<file path="src/core/icm_pkg.sv">
/*
  Constants, types and helpers shared by the infrared carrier modulator.
  Assumes a single 40 MHz clock and an AXI4-Lite master with 32-bit data.
*/
// Behaviour
// - fsk select 0 time/baseband, 1 frequency shift
// - interrupt when cycle flag set and enabled
// - enable initialises generator and modulator, runs
// - disable finishes cycle, stops, output forced low
// - mark/space buffers copied at start and at period end
// - one carrier count per prescaled clock
// - carrier period two to 510 counts
// - carrier period is high plus low counts
// - modulator tick is carrier clock over eight
// - baseband holds carrier at active level
// - fsk swaps count sets at each period end
// - modulator counts clocks or carrier periods
// - modulator output drives pin while running
// - time mode uses primary counts, gated
// - status read then low-byte access clears flag
// - prescaler divides by 1, 2, 4, 8
// - 8-bit up counter restarts at one, toggles
// - 17-bit down counter, sign closes gate
`default_nettype none
package icm_pkg;
  localparam logic [7:0] ADDR_STATUS_CONTROL = 8'h00;
  localparam logic [7:0] ADDR_MARK_HIGH      = 8'h04;
  localparam logic [7:0] ADDR_MARK_LOW       = 8'h08;
  localparam logic [7:0] ADDR_SPACE_HIGH     = 8'h0c;
  localparam logic [7:0] ADDR_SPACE_LOW      = 8'h10;
  localparam logic [7:0] ADDR_CARRIER_PRI    = 8'h14;
  localparam logic [7:0] ADDR_CARRIER_SEC    = 8'h18;
  localparam logic [7:0] ADDR_OUTPUT_CTRL    = 8'h1c;
  localparam logic [7:0] ADDR_IRQ_STATUS     = 8'h20;
  localparam logic [7:0] ADDR_IRQ_CLEAR      = 8'h24;
  localparam logic [7:0] ADDR_IRQ_ENABLE     = 8'h28;
  // status/control bit positions
  localparam int BIT_FLAG      = 7;
  localparam int BIT_DIV       = 5;
  localparam int BIT_EXT_SPACE = 4;
  localparam int BIT_BASE      = 3;
  localparam int BIT_FSK       = 2;
  localparam int BIT_IRQ_EN    = 1;
  localparam int BIT_ENABLE    = 0;
  // output control bit positions
  localparam int BIT_POLARITY  = 2;
  localparam int BIT_PIN_EN    = 1;
  localparam int BIT_LATCH     = 0;
  // irq status bits
  localparam int IRQ_CYCLE_END = 0;
  localparam int IRQ_STOPPED   = 1;
  localparam int IRQ_W         = 2;
  localparam logic [7:0]  RST_COUNT     = 8'h01;
  localparam logic [15:0] RST_PERIOD    = 16'h0000;
  localparam logic [7:0]  CARRIER_START = 8'h01;
  localparam logic [2:0]  MOD_DIV_LAST  = 3'h7;
  localparam logic [1:0]  RESP_OKAY     = 2'h0;
  localparam logic [1:0]  RESP_SLVERR   = 2'h2;
  typedef enum logic [1:0] {ST_IDLE, ST_RUN, ST_STOPPING} icm_gen_state_t;
  // last prescaler count for divide-by 1, 2, 4, 8
  function automatic logic [2:0] prescaleLast(input logic [1:0] sel);
    case (sel)
      2'h0:    prescaleLast = 3'h0;
      2'h1:    prescaleLast = 3'h1;
      2'h2:    prescaleLast = 3'h3;
      default: prescaleLast = 3'h7;
    endcase
  endfunction
endpackage
`default_nettype wire

</file>
<file path="src/core/icm_carrier_if.sv">
/*
  Link between the modulator control and the carrier generator.
  Assumes both ends share mclk.
*/
`default_nettype none
interface icm_carrier_if;
  logic       tick;
  logic       init;
  logic       run;
  logic       base;
  logic       useSecondary;
  logic [7:0] priHigh;
  logic [7:0] priLow;
  logic [7:0] secHigh;
  logic [7:0] secLow;
  logic       carrierOut;
  logic       periodEnd;
  modport gen (input tick, init, run, base, useSecondary, priHigh, priLow, secHigh, secLow,
               output carrierOut, periodEnd);
  modport ctl (output tick, init, run, base, useSecondary, priHigh, priLow, secHigh, secLow,
               input carrierOut, periodEnd);
endinterface
`default_nettype wire

</file>
<file path="src/core/icm_carrier_gen.sv">
/*
  Carrier generator: 8-bit up counter toggling between high and low counts.
  Assumes non-zero counts and a one-cycle tick from the prescaler.
*/
`default_nettype none
module icm_carrier_gen (
  input wire logic  mclk,
  input wire logic  reset_n,
  icm_carrier_if.gen cg
);
  typedef struct packed {
    logic [7:0] cnt;
    logic       level;
  } icm_cg_state_t;

  icm_cg_state_t q;
  icm_cg_state_t d;
  logic [7:0]    cmpVal;
  logic          match;

  always_comb begin
    d      = q;
    cmpVal = q.level ? (cg.useSecondary ? cg.secHigh : cg.priHigh)
                     : (cg.useSecondary ? cg.secLow : cg.priLow);
    match  = (q.cnt == cmpVal);
    if (cg.init) begin
      d.cnt   = icm_pkg::CARRIER_START;
      d.level = 1'b1;
    end else if (cg.run && !cg.base && cg.tick) begin
      if (match) begin
        d.cnt   = icm_pkg::CARRIER_START;
        d.level = !q.level;
      end else begin
        d.cnt = q.cnt + 8'h01;
      end
    end
  end

  always_ff @(posedge mclk) begin
    if (!reset_n) begin
      q <= '{cnt: icm_pkg::CARRIER_START, level: 1'b0};
    end else begin
      q <= d;
    end
  end

  assign cg.carrierOut = cg.base ? 1'b1 : q.level;
  assign cg.periodEnd  = cg.run && cg.tick && (cg.base || (!q.level && match));
endmodule
`default_nettype wire

</file>
<file path="src/core/icm_modulator.sv">
/*
  Infrared carrier modulator top: AXI4-Lite registers, prescaler, modulator,
  cycle-end flag, interrupts and pin output. Assumes one clock, mclk,
  synchronous active-low reset and an external pad honouring infraredOutEn.
*/
`default_nettype none
module icm_modulator #(
  parameter int ADDR_W = 8
) (
  input  wire logic              mclk,
  input  wire logic              reset_n,
  input  wire logic [ADDR_W-1:0] s_axi_awaddr,
  input  wire logic              s_axi_awvalid,
  output logic                   s_axi_awready,
  input  wire logic [31:0]       s_axi_wdata,
  input  wire logic [3:0]        s_axi_wstrb,
  input  wire logic              s_axi_wvalid,
  output logic                   s_axi_wready,
  output logic [1:0]             s_axi_bresp,
  output logic                   s_axi_bvalid,
  input  wire logic              s_axi_bready,
  input  wire logic [ADDR_W-1:0] s_axi_araddr,
  input  wire logic              s_axi_arvalid,
  output logic                   s_axi_arready,
  output logic [31:0]            s_axi_rdata,
  output logic [1:0]             s_axi_rresp,
  output logic                   s_axi_rvalid,
  input  wire logic              s_axi_rready,
  output logic                   infraredOutPin,
  output logic                   infraredOutEn,
  output logic                   irq
);
  typedef struct packed {
    icm_pkg::icm_gen_state_t state;
    logic                    enable;
    logic                    irqEn;
    logic                    freq_shift_select;
    logic                    base;
    logic                    extSpace;
    logic [1:0]              div;
    logic                    flag;
    logic                    clearArmed;
    logic [15:0]             markBuf;
    logic [15:0]             spaceBuf;
    logic [7:0]              priHigh;
    logic [7:0]              priLow;
    logic [7:0]              secHigh;
    logic [7:0]              secLow;
    logic                    polarity;
    logic                    pinEn;
    logic                    latch;
    logic [icm_pkg::IRQ_W-1:0] irqStatus;
    logic [icm_pkg::IRQ_W-1:0] irqEnable;
    logic [2:0]              psCnt;
    logic [2:0]              modDiv;
    logic [16:0]             modCnt;
    logic [15:0]             spaceReg;
    logic                    useSec;
    logic                    extActive;
    logic                    pinLevel;
    logic                    awHave;
    logic [ADDR_W-1:0]       awAddr;
    logic                    wHave;
    logic [31:0]             wData;
    logic [3:0]              wStrb;
    logic                    bValid;
    logic [1:0]              bResp;
    logic                    rValid;
    logic [31:0]             rData;
    logic [1:0]              rResp;
  } icm_state_t;

  icm_state_t    q;
  icm_state_t    d;
  icm_carrier_if cg ();

  logic        running;
  logic        start;
  logic        psTick;
  logic        modTick;
  logic [16:0] modNext;
  logic        cycleEnd;
  logic        gate;
  logic        modOut;
  logic        wrDo;
  logic        rdDo;
  logic        lowAccess;
  logic [7:0]  rdAddr;
  logic [7:0]  wrAddr;
  logic [31:0] rdVal;
  logic        rdOk;
  logic        wrOk;
  logic [7:0]  statusByte;

  icm_carrier_gen u_carrier (
    .mclk    (mclk),
    .reset_n (reset_n),
    .cg      (cg.gen)
  );

  assign running = (q.state != icm_pkg::ST_IDLE);
  assign start   = !running && q.enable;
  assign gate    = running && !q.modCnt[16] && !q.extActive;
  assign modOut  = gate && cg.carrierOut;
  assign statusByte = {q.flag, q.div, q.extSpace, q.base, q.freq_shift_select, q.irqEn, q.enable};

  assign cg.tick         = psTick;
  assign cg.init         = start;
  assign cg.run          = running;
  assign cg.base         = q.base;
  assign cg.useSecondary = q.useSec;
  assign cg.priHigh      = q.priHigh;
  assign cg.priLow       = q.priLow;
  assign cg.secHigh      = q.secHigh;
  assign cg.secLow       = q.secLow;

  assign rdAddr = 8'(s_axi_araddr);
  assign wrAddr = 8'(q.awAddr);
  assign rdDo   = s_axi_arvalid && s_axi_arready;
  assign wrDo   = q.awHave && q.wHave && !q.bValid;

  // prescaler and modulator tick
  always_comb begin
    psTick  = running && (q.psCnt == icm_pkg::prescaleLast(q.div));
    modTick = q.freq_shift_select ? cg.periodEnd : (psTick && q.modDiv == icm_pkg::MOD_DIV_LAST);
    modNext = q.modCnt - 17'h00001;
    cycleEnd = running && modTick && modNext[16] && (~modNext[15:0] == q.spaceReg);
  end

  // register read decode
  always_comb begin
    rdVal = 32'h0000_0000;
    rdOk  = 1'b1;
    case (rdAddr)
      icm_pkg::ADDR_STATUS_CONTROL: rdVal = {24'h00_0000, statusByte};
      icm_pkg::ADDR_MARK_HIGH:      rdVal = {24'h00_0000, q.markBuf[15:8]};
      icm_pkg::ADDR_MARK_LOW:       rdVal = {24'h00_0000, q.markBuf[7:0]};
      icm_pkg::ADDR_SPACE_HIGH:     rdVal = {24'h00_0000, q.spaceBuf[15:8]};
      icm_pkg::ADDR_SPACE_LOW:      rdVal = {24'h00_0000, q.spaceBuf[7:0]};
      icm_pkg::ADDR_CARRIER_PRI:    rdVal = {16'h0000, q.priLow, q.priHigh};
      icm_pkg::ADDR_CARRIER_SEC:    rdVal = {16'h0000, q.secLow, q.secHigh};
      icm_pkg::ADDR_OUTPUT_CTRL:    rdVal = {29'h0000_0000, q.polarity, q.pinEn, q.latch};
      icm_pkg::ADDR_IRQ_STATUS:     rdVal = {30'h0000_0000, q.irqStatus};
      icm_pkg::ADDR_IRQ_CLEAR:      rdVal = 32'h0000_0000;
      icm_pkg::ADDR_IRQ_ENABLE:     rdVal = {30'h0000_0000, q.irqEnable};
      default:                      rdOk  = 1'b0;
    endcase
  end

  always_comb begin
    wrOk = 1'b1;
    case (wrAddr)
      icm_pkg::ADDR_STATUS_CONTROL, icm_pkg::ADDR_MARK_HIGH, icm_pkg::ADDR_MARK_LOW,
      icm_pkg::ADDR_SPACE_HIGH, icm_pkg::ADDR_SPACE_LOW, icm_pkg::ADDR_CARRIER_PRI,
      icm_pkg::ADDR_CARRIER_SEC, icm_pkg::ADDR_OUTPUT_CTRL, icm_pkg::ADDR_IRQ_STATUS,
      icm_pkg::ADDR_IRQ_CLEAR, icm_pkg::ADDR_IRQ_ENABLE: wrOk = 1'b1;
      default: wrOk = 1'b0;
    endcase
  end

  assign lowAccess = (rdDo && (rdAddr == icm_pkg::ADDR_MARK_LOW || rdAddr == icm_pkg::ADDR_SPACE_LOW))
                  || (wrDo && (wrAddr == icm_pkg::ADDR_MARK_LOW || wrAddr == icm_pkg::ADDR_SPACE_LOW));

  always_comb begin
    d = q;
    // bus channels
    if (s_axi_awvalid && s_axi_awready) begin
      d.awHave = 1'b1;
      d.awAddr = s_axi_awaddr;
    end
    if (s_axi_wvalid && s_axi_wready) begin
      d.wHave = 1'b1;
      d.wData = s_axi_wdata;
      d.wStrb = s_axi_wstrb;
    end
    if (q.bValid && s_axi_bready) begin
      d.bValid = 1'b0;
    end
    if (q.rValid && s_axi_rready) begin
      d.rValid = 1'b0;
    end
    if (rdDo) begin
      d.rValid = 1'b1;
      d.rData  = rdVal;
      d.rResp  = rdOk ? icm_pkg::RESP_OKAY : icm_pkg::RESP_SLVERR;
    end
    // flag clear sequence, then sets below win
    if (lowAccess && q.clearArmed) begin
      d.flag       = 1'b0;
      d.clearArmed = 1'b0;
    end
    if (rdDo && rdAddr == icm_pkg::ADDR_STATUS_CONTROL && q.flag) begin
      d.clearArmed = 1'b1;
    end
    if (wrDo) begin
      d.awHave = 1'b0;
      d.wHave  = 1'b0;
      d.bValid = 1'b1;
      d.bResp  = wrOk ? icm_pkg::RESP_OKAY : icm_pkg::RESP_SLVERR;
      if (q.wStrb[0]) begin
        case (wrAddr)
          icm_pkg::ADDR_STATUS_CONTROL: begin
            d.enable   = q.wData[icm_pkg::BIT_ENABLE];
            d.irqEn    = q.wData[icm_pkg::BIT_IRQ_EN];
            d.freq_shift_select      = q.wData[icm_pkg::BIT_FSK];
            d.base     = q.wData[icm_pkg::BIT_BASE];
            d.extSpace = q.wData[icm_pkg::BIT_EXT_SPACE];
            d.div      = q.wData[icm_pkg::BIT_DIV +: 2];
          end
          icm_pkg::ADDR_MARK_HIGH:   d.markBuf[15:8]  = q.wData[7:0];
          icm_pkg::ADDR_MARK_LOW:    d.markBuf[7:0]   = q.wData[7:0];
          icm_pkg::ADDR_SPACE_HIGH:  d.spaceBuf[15:8] = q.wData[7:0];
          icm_pkg::ADDR_SPACE_LOW:   d.spaceBuf[7:0]  = q.wData[7:0];
          icm_pkg::ADDR_CARRIER_PRI: d.priHigh = q.wData[7:0];
          icm_pkg::ADDR_CARRIER_SEC: d.secHigh = q.wData[7:0];
          icm_pkg::ADDR_OUTPUT_CTRL: begin
            d.polarity = q.wData[icm_pkg::BIT_POLARITY];
            d.pinEn    = q.wData[icm_pkg::BIT_PIN_EN];
            d.latch    = q.wData[icm_pkg::BIT_LATCH];
          end
          icm_pkg::ADDR_IRQ_CLEAR:   d.irqStatus = q.irqStatus & ~q.wData[icm_pkg::IRQ_W-1:0];
          icm_pkg::ADDR_IRQ_ENABLE:  d.irqEnable = q.wData[icm_pkg::IRQ_W-1:0];
          default: ;
        endcase
      end
      if (q.wStrb[1]) begin
        case (wrAddr)
          icm_pkg::ADDR_CARRIER_PRI: d.priLow = q.wData[15:8];
          icm_pkg::ADDR_CARRIER_SEC: d.secLow = q.wData[15:8];
          default: ;
        endcase
      end
    end
    // prescaler and modulator
    if (running) begin
      d.psCnt = psTick ? 3'h0 : q.psCnt + 3'h1;
      if (psTick) begin
        d.modDiv = q.modDiv + 3'h1;
      end
      if (cycleEnd) begin
        d.modCnt    = {1'b0, q.markBuf};
        d.spaceReg  = q.spaceBuf;
        d.extActive = q.extSpace;
        if (q.freq_shift_select) begin
          d.useSec = !q.useSec;
        end
      end else if (modTick) begin
        d.modCnt = modNext;
      end
    end
    // generator state
    case (q.state)
      icm_pkg::ST_IDLE: begin
        if (q.enable) begin
          d.state     = icm_pkg::ST_RUN;
          d.psCnt     = 3'h0;
          d.modDiv    = 3'h0;
          d.modCnt    = {1'b0, q.markBuf};
          d.spaceReg  = q.spaceBuf;
          d.useSec    = 1'b0;
          d.extActive = q.extSpace;
          d.flag      = 1'b1;
          d.irqStatus[icm_pkg::IRQ_CYCLE_END] = 1'b1;
        end
      end
      icm_pkg::ST_RUN, icm_pkg::ST_STOPPING: begin
        if (cycleEnd && !q.enable) begin
          d.state = icm_pkg::ST_IDLE;
          d.irqStatus[icm_pkg::IRQ_STOPPED] = 1'b1;
        end else begin
          d.state = q.enable ? icm_pkg::ST_RUN : icm_pkg::ST_STOPPING;
        end
      end
      default: d.state = icm_pkg::ST_IDLE;
    endcase
    if (cycleEnd) begin
      d.flag = 1'b1;
      d.irqStatus[icm_pkg::IRQ_CYCLE_END] = 1'b1;
    end
    // pin level: modulator when running, latch otherwise
    d.pinLevel = (running ? modOut : q.latch) ~^ q.polarity;
  end

  always_ff @(posedge mclk) begin
    if (!reset_n) begin
      q           <= '0;
      q.state     <= icm_pkg::ST_IDLE;
      q.markBuf   <= icm_pkg::RST_PERIOD;
      q.spaceBuf  <= icm_pkg::RST_PERIOD;
      q.priHigh   <= icm_pkg::RST_COUNT;
      q.priLow    <= icm_pkg::RST_COUNT;
      q.secHigh   <= icm_pkg::RST_COUNT;
      q.secLow    <= icm_pkg::RST_COUNT;
      q.polarity  <= 1'b1;
      q.pinLevel  <= 1'b0;
    end else begin
      q <= d;
    end
  end

  assign s_axi_awready  = !q.awHave && !q.bValid;
  assign s_axi_wready   = !q.wHave && !q.bValid;
  assign s_axi_bvalid   = q.bValid;
  assign s_axi_bresp    = q.bResp;
  assign s_axi_arready  = !q.rValid;
  assign s_axi_rvalid   = q.rValid;
  assign s_axi_rdata    = q.rData;
  assign s_axi_rresp    = q.rResp;
  assign infraredOutPin = q.pinLevel;
  assign infraredOutEn  = q.pinEn;
  assign irq = (q.flag && q.irqEn) || (|(q.irqStatus & q.irqEnable));
endmodule
`default_nettype wire

</file>
<file path="config.mk">
export PLATFORM = sky130hd
export DESIGN_NAME = icm_modulator
export DESIGN_NICKNAME = d
export VERILOG_FILES = /design/src/core/icm_pkg.sv /design/src/core/icm_carrier_if.sv /design/src/core/icm_carrier_gen.sv /design/src/core/icm_modulator.sv
export SDC_FILE = /design/constraint.sdc
export NUM_CORES = 1
export LEC_CHECK = 0
export BUFFER_PORTS_ARGS = -buffer_cell sky130_fd_sc_hd__buf_2
export CELL_PAD_IN_SITES_DETAIL_PLACEMENT = 0
export CELL_PAD_IN_SITES_GLOBAL_PLACEMENT = 2
export CORE_MARGIN = 2
export CORE_UTILIZATION = 33
export CTS_BUF_LIST = sky130_fd_sc_hd__clkbuf_8
export DETAILED_ROUTE_END_ITERATION = 8
export PLACE_DENSITY = 0.75
export SLEW_MARGIN = 15
export SYNTH_ARGS = -nofsm -noshare
export SYNTH_HDL_FRONTEND = slang
export SYNTH_SLANG_ARGS = --single-unit
</file>
<file path="constraint.sdc">
create_clock -name mclk -period 3 [get_ports mclk]
set_input_delay 0.15 -clock mclk [delete_from_list [all_inputs] [get_ports mclk]]
set_output_delay 0.15 -clock mclk [all_outputs]
set_load 0.01 [all_outputs]
</file>
==> out/qor.txt <==
Seq cells post-synth = 181
Vias/cell = 5.130
Final nets = 1,217
VDD IR max = 0.0002634 V
sw power = 0.001197 W
Crit path arrival time = 3400 ps
TritonRoute pass-1 iters = 5
Top FF cell, synth = dfxtp_1
Die ar. = 28,550 um^2
register area = 3628 um^2
Final Cell Area = 10,720 um^2
Initial DRC Count = 452
Worst-path clk slew = 110 ps
Routed WL per cell = 17.78 um
Critical Path Fanout Max = 6
failing checks = setup timing
synthesized area per cell = 8.670 um^2
number of flops mapped to enable cells by yosys = 0
LEAKAGE = 4.391 nW
outcome = finished with violations
RSZ-0062 raised after global routing = true
Max Cap Viol = 0
port bufs = 66
fin. max-slew vios = 0
sequential share of the synthesized area = 0.4034
Placement Cell Area = 9866 um^2
FP Rows = 60
fraction of layout cells with a size suffix above 1 = 0.1942
Placed Cells = 1,432
CP peak stage delay = 540 ps
largest net degree at the start of global routing = 67
Multi-input gate area = 4896 um^2
Post-synth top cells = dfxtp_1, nor2_1, nand2_1, mux2i_1, a21oi_1
Synth area leaders = dfxtp_1, mux2i_1, nor2_1
P_int = 0.003169 W
crit path cell chain = inv_2, ha_4, or4b_4, or4_4, xor2_2, a221oi_2, nand4_4, o21ai_4, buf_4, buf_6, mux2i_1, nor2_1
critical path required time = 3330 ps
DRC = 0
fmax = 325.8 MHz
endpoints failing setup = 17
Diodes inserted = 0
cells after synthesis = 1,036
final WL = 26.76 mm
Chip Width = 169.0 um
total number of vias = 7,721
combinational share of power = 0.057
sw frac = 0.2741
ys async rst share = 0
H-tree depth = 4
count leader, synth = dfxtp_1
sum of negative setup slack = -652.8 ps
Tmin final = 3069 ps
hold violation count in the final report = 0
Placer Congestion = 0.8279
Power Density = 407.2 nW/um^2
Worst setup EP type = flip-flop
Final ANT Viol Nets = 0
Non-Filler Instances = 1,505
root buf cell = clkbuf_8
height of the die = 169.0 um
fin crit share = 1.023
initial cell density of the core = 0.3342
P&R area growth vs syn = 19.36%
Max-slew headroom = 0.4915
Unique masters post-synth = 74
Layout Skew = 17.29 ps
clk_lat worst skew = 470 ps
Synth area leader = dfxtp_1
final critical-path setup slack = -69.24 ps
area share of the largest cell type after synthesis = 0.4034
crit path launch type = flip-flop
clock sink count = 181
Mapped Area = 8982 um^2
critical path's slowest cell = or4_4
Worst Max-Slew Pin Slew = 762.7 ps
CTS max path bufs = 2
Tot GR Track Use = 0.1893
yosys warns = 0
clock network power share = 0.375
IO Pins = 103
fillers = 2,802
Setup CP Type = reg -> reg
TritonCTS clock tree = done
vias in the first global route = 7,560
CTS Buf Count = 17
Hold Path Class = in -> reg
first-pass GRT wire length = 42.40 mm
Reg power frac = 0.568
initial antenna violation count = 0
Final HPWL DP = 19.80 mm
grt ovf = 0
Power, Total = 0.004366 W
core area = 26,880 um^2
==> timing repair <==
item,in CTS,in global routing
pin swaps,5,11
setup endpoints to repair,30,35
gates resized for setup,9,13
hold endpoints to repair,29,0
hold buffers,30,0
gates cloned,0,1
buffers inserted,4,6
==> power groups by stage <==
| stage | sequential (W) | combinational [W] | clock (W) |
|---|---|---|---|
| finish | 0.00248 | 0.000247 | 0.00164 |
| global route | 0.00249 | 0.000277 | 0.00179 |
| CTS | 0.00248 | 0.000249 | 0.00169 |
| detailed placement | 0.00254 | 0.000219 | 0 |
| global placement | 0.00254 | 0.000218 | 0 |
| floorplan | 0.00250 | 0.000172 | 0 |
==> final timing paths <==
| kind | from | to | slack [ps] | depth (start not counted) |
|---|---|---|---|---|
| max | q[104]$_SDFF_PN0_ | q[94]$_SDFF_PN0_ | -70 | 12 |
| min | s_axi_araddr[6] | s_axi_rresp[1]$_SDFFE_PN0P_ | 40 | 3 |
| max reg2reg | q[104]$_SDFF_PN0_ | q[94]$_SDFF_PN0_ | -70 | 12 |
| min reg2reg | q[39]$_SDFFE_PN0P_ | q[39]$_SDFFE_PN0P_ | 470 | 2 |
==> per-layer routing <==
| layer | share of wire | vias up | wire, um | track usage |
|---|---|---|---|---|
| met5 | 0 | - | 0 | 0 |
| met2 | 0.47 | 156 | 12490 | 0.3177 |
| met1 | 0.49 | 3695 | 12990 | 0.2545 |
| met3 | 0.030 | 33 | 792 | 0.02572 |
| li1 | - | 3837 | - | - |
| met4 | 0.018 | 0 | 482 | 0.05500 |
==> layout make-up <==
cell class | instances | area share
Multi-Input combinational cell | 756 | 0.4566
Sequential cell | 181 | 0.3384
Timing Repair Buffer | 174 | 0.1218
Tap cell | 341 | 0.03979
Clock buffer | 18 | 0.02311
Clock inverter | 14 | 0.01237
Inverter | 21 | 0.007819
==> kinds of logic (layout without fill, tap and decap cells) <==
family,after synthesis,in the layout,synth area share
buffers and inverters,116,227,0.06700
adder cells (fa/ha/maj),7,7,0.009750
other,1,18,0.0004175
flip-flops,181,181,0.4034
multiplexers,107,107,0.1305
AO/OA/AOI/OAI,173,173,0.1332
XOR/XNOR,49,49,0.04778
AND/OR/NAND/NOR,402,402,0.2080
==> registers in the layout (all words and copies together) (netlist names) <==
name             flops
s_axi_bresp          1
s_axi_rresp          1
cg.priLow            8
s_axi_rdata         16
cg.secLow            8
cg.base              1
cg.useSecondary      1
cg.priHigh           8
s_axi_bvalid         1
infraredOutEn        1
cg.secHigh           8
u_carrier.q          9
s_axi_rvalid         1
q                  108
wrAddr               8
infraredOutPin       1
==> worst max-delay path: cells and delay by family, from the launching register on <==
kind / cells / cell delay, ps
AND/OR/NAND/NOR: 4 / 1220
AO/OA/AOI/OAI: 2 / 520
flip-flops: 1 / 340
buffers and inverters: 3 / 340
XOR/XNOR: 1 / 180
multiplexers: 1 / 180
adder cells (fa/ha/maj): 1 / 140
==> placed cells by master, fill, tap and decap left out, types with 5 or more instances in the layout <==
cell type	netlist	final
xor2_1	17	16
or2_2	6	6
buf_2	4	66
ha_1	7	6
a31oi_1	13	13
nand4_1	14	14
inv_8	0	6
xnor2_1	32	31
nor2_1	175	174
inv_1	19	17
a221oi_1	5	5
mux4_2	8	8
a222oi_1	14	14
dlygate4sd3_1	0	30
and3_1	9	9
o211ai_1	7	7
clkbuf_8	0	18
nand3_1	19	16
or3_1	8	8
a21oi_1	61	61
nor3_1	15	15
conb_1	1	18
o21ai_0	16	16
mux2i_1	98	97
nor4_1	7	7
dfxtp_1	181	177
a22oi_1	13	13
nand2_1	108	108
buf_4	37	68
==> metrics by stage <==
| step | setup WS, ps | hold slack, ps | util |
|---|---|---|---|
| after floorplan | -44.76 | 249.0 | - |
| after CTS | -2.860 | 23.69 | 0.3944 |
| after detailed placement | -117.4 | 347.8 | 0.3671 |
| final | -69.24 | 42.49 | 0.3989 |
| after global placement | -122.9 | 338.7 | 0.3671 |
| after global routing | -177.6 | 61.39 | 0.3989 |
No activity file was read; power rests on OpenSTA's default activity.
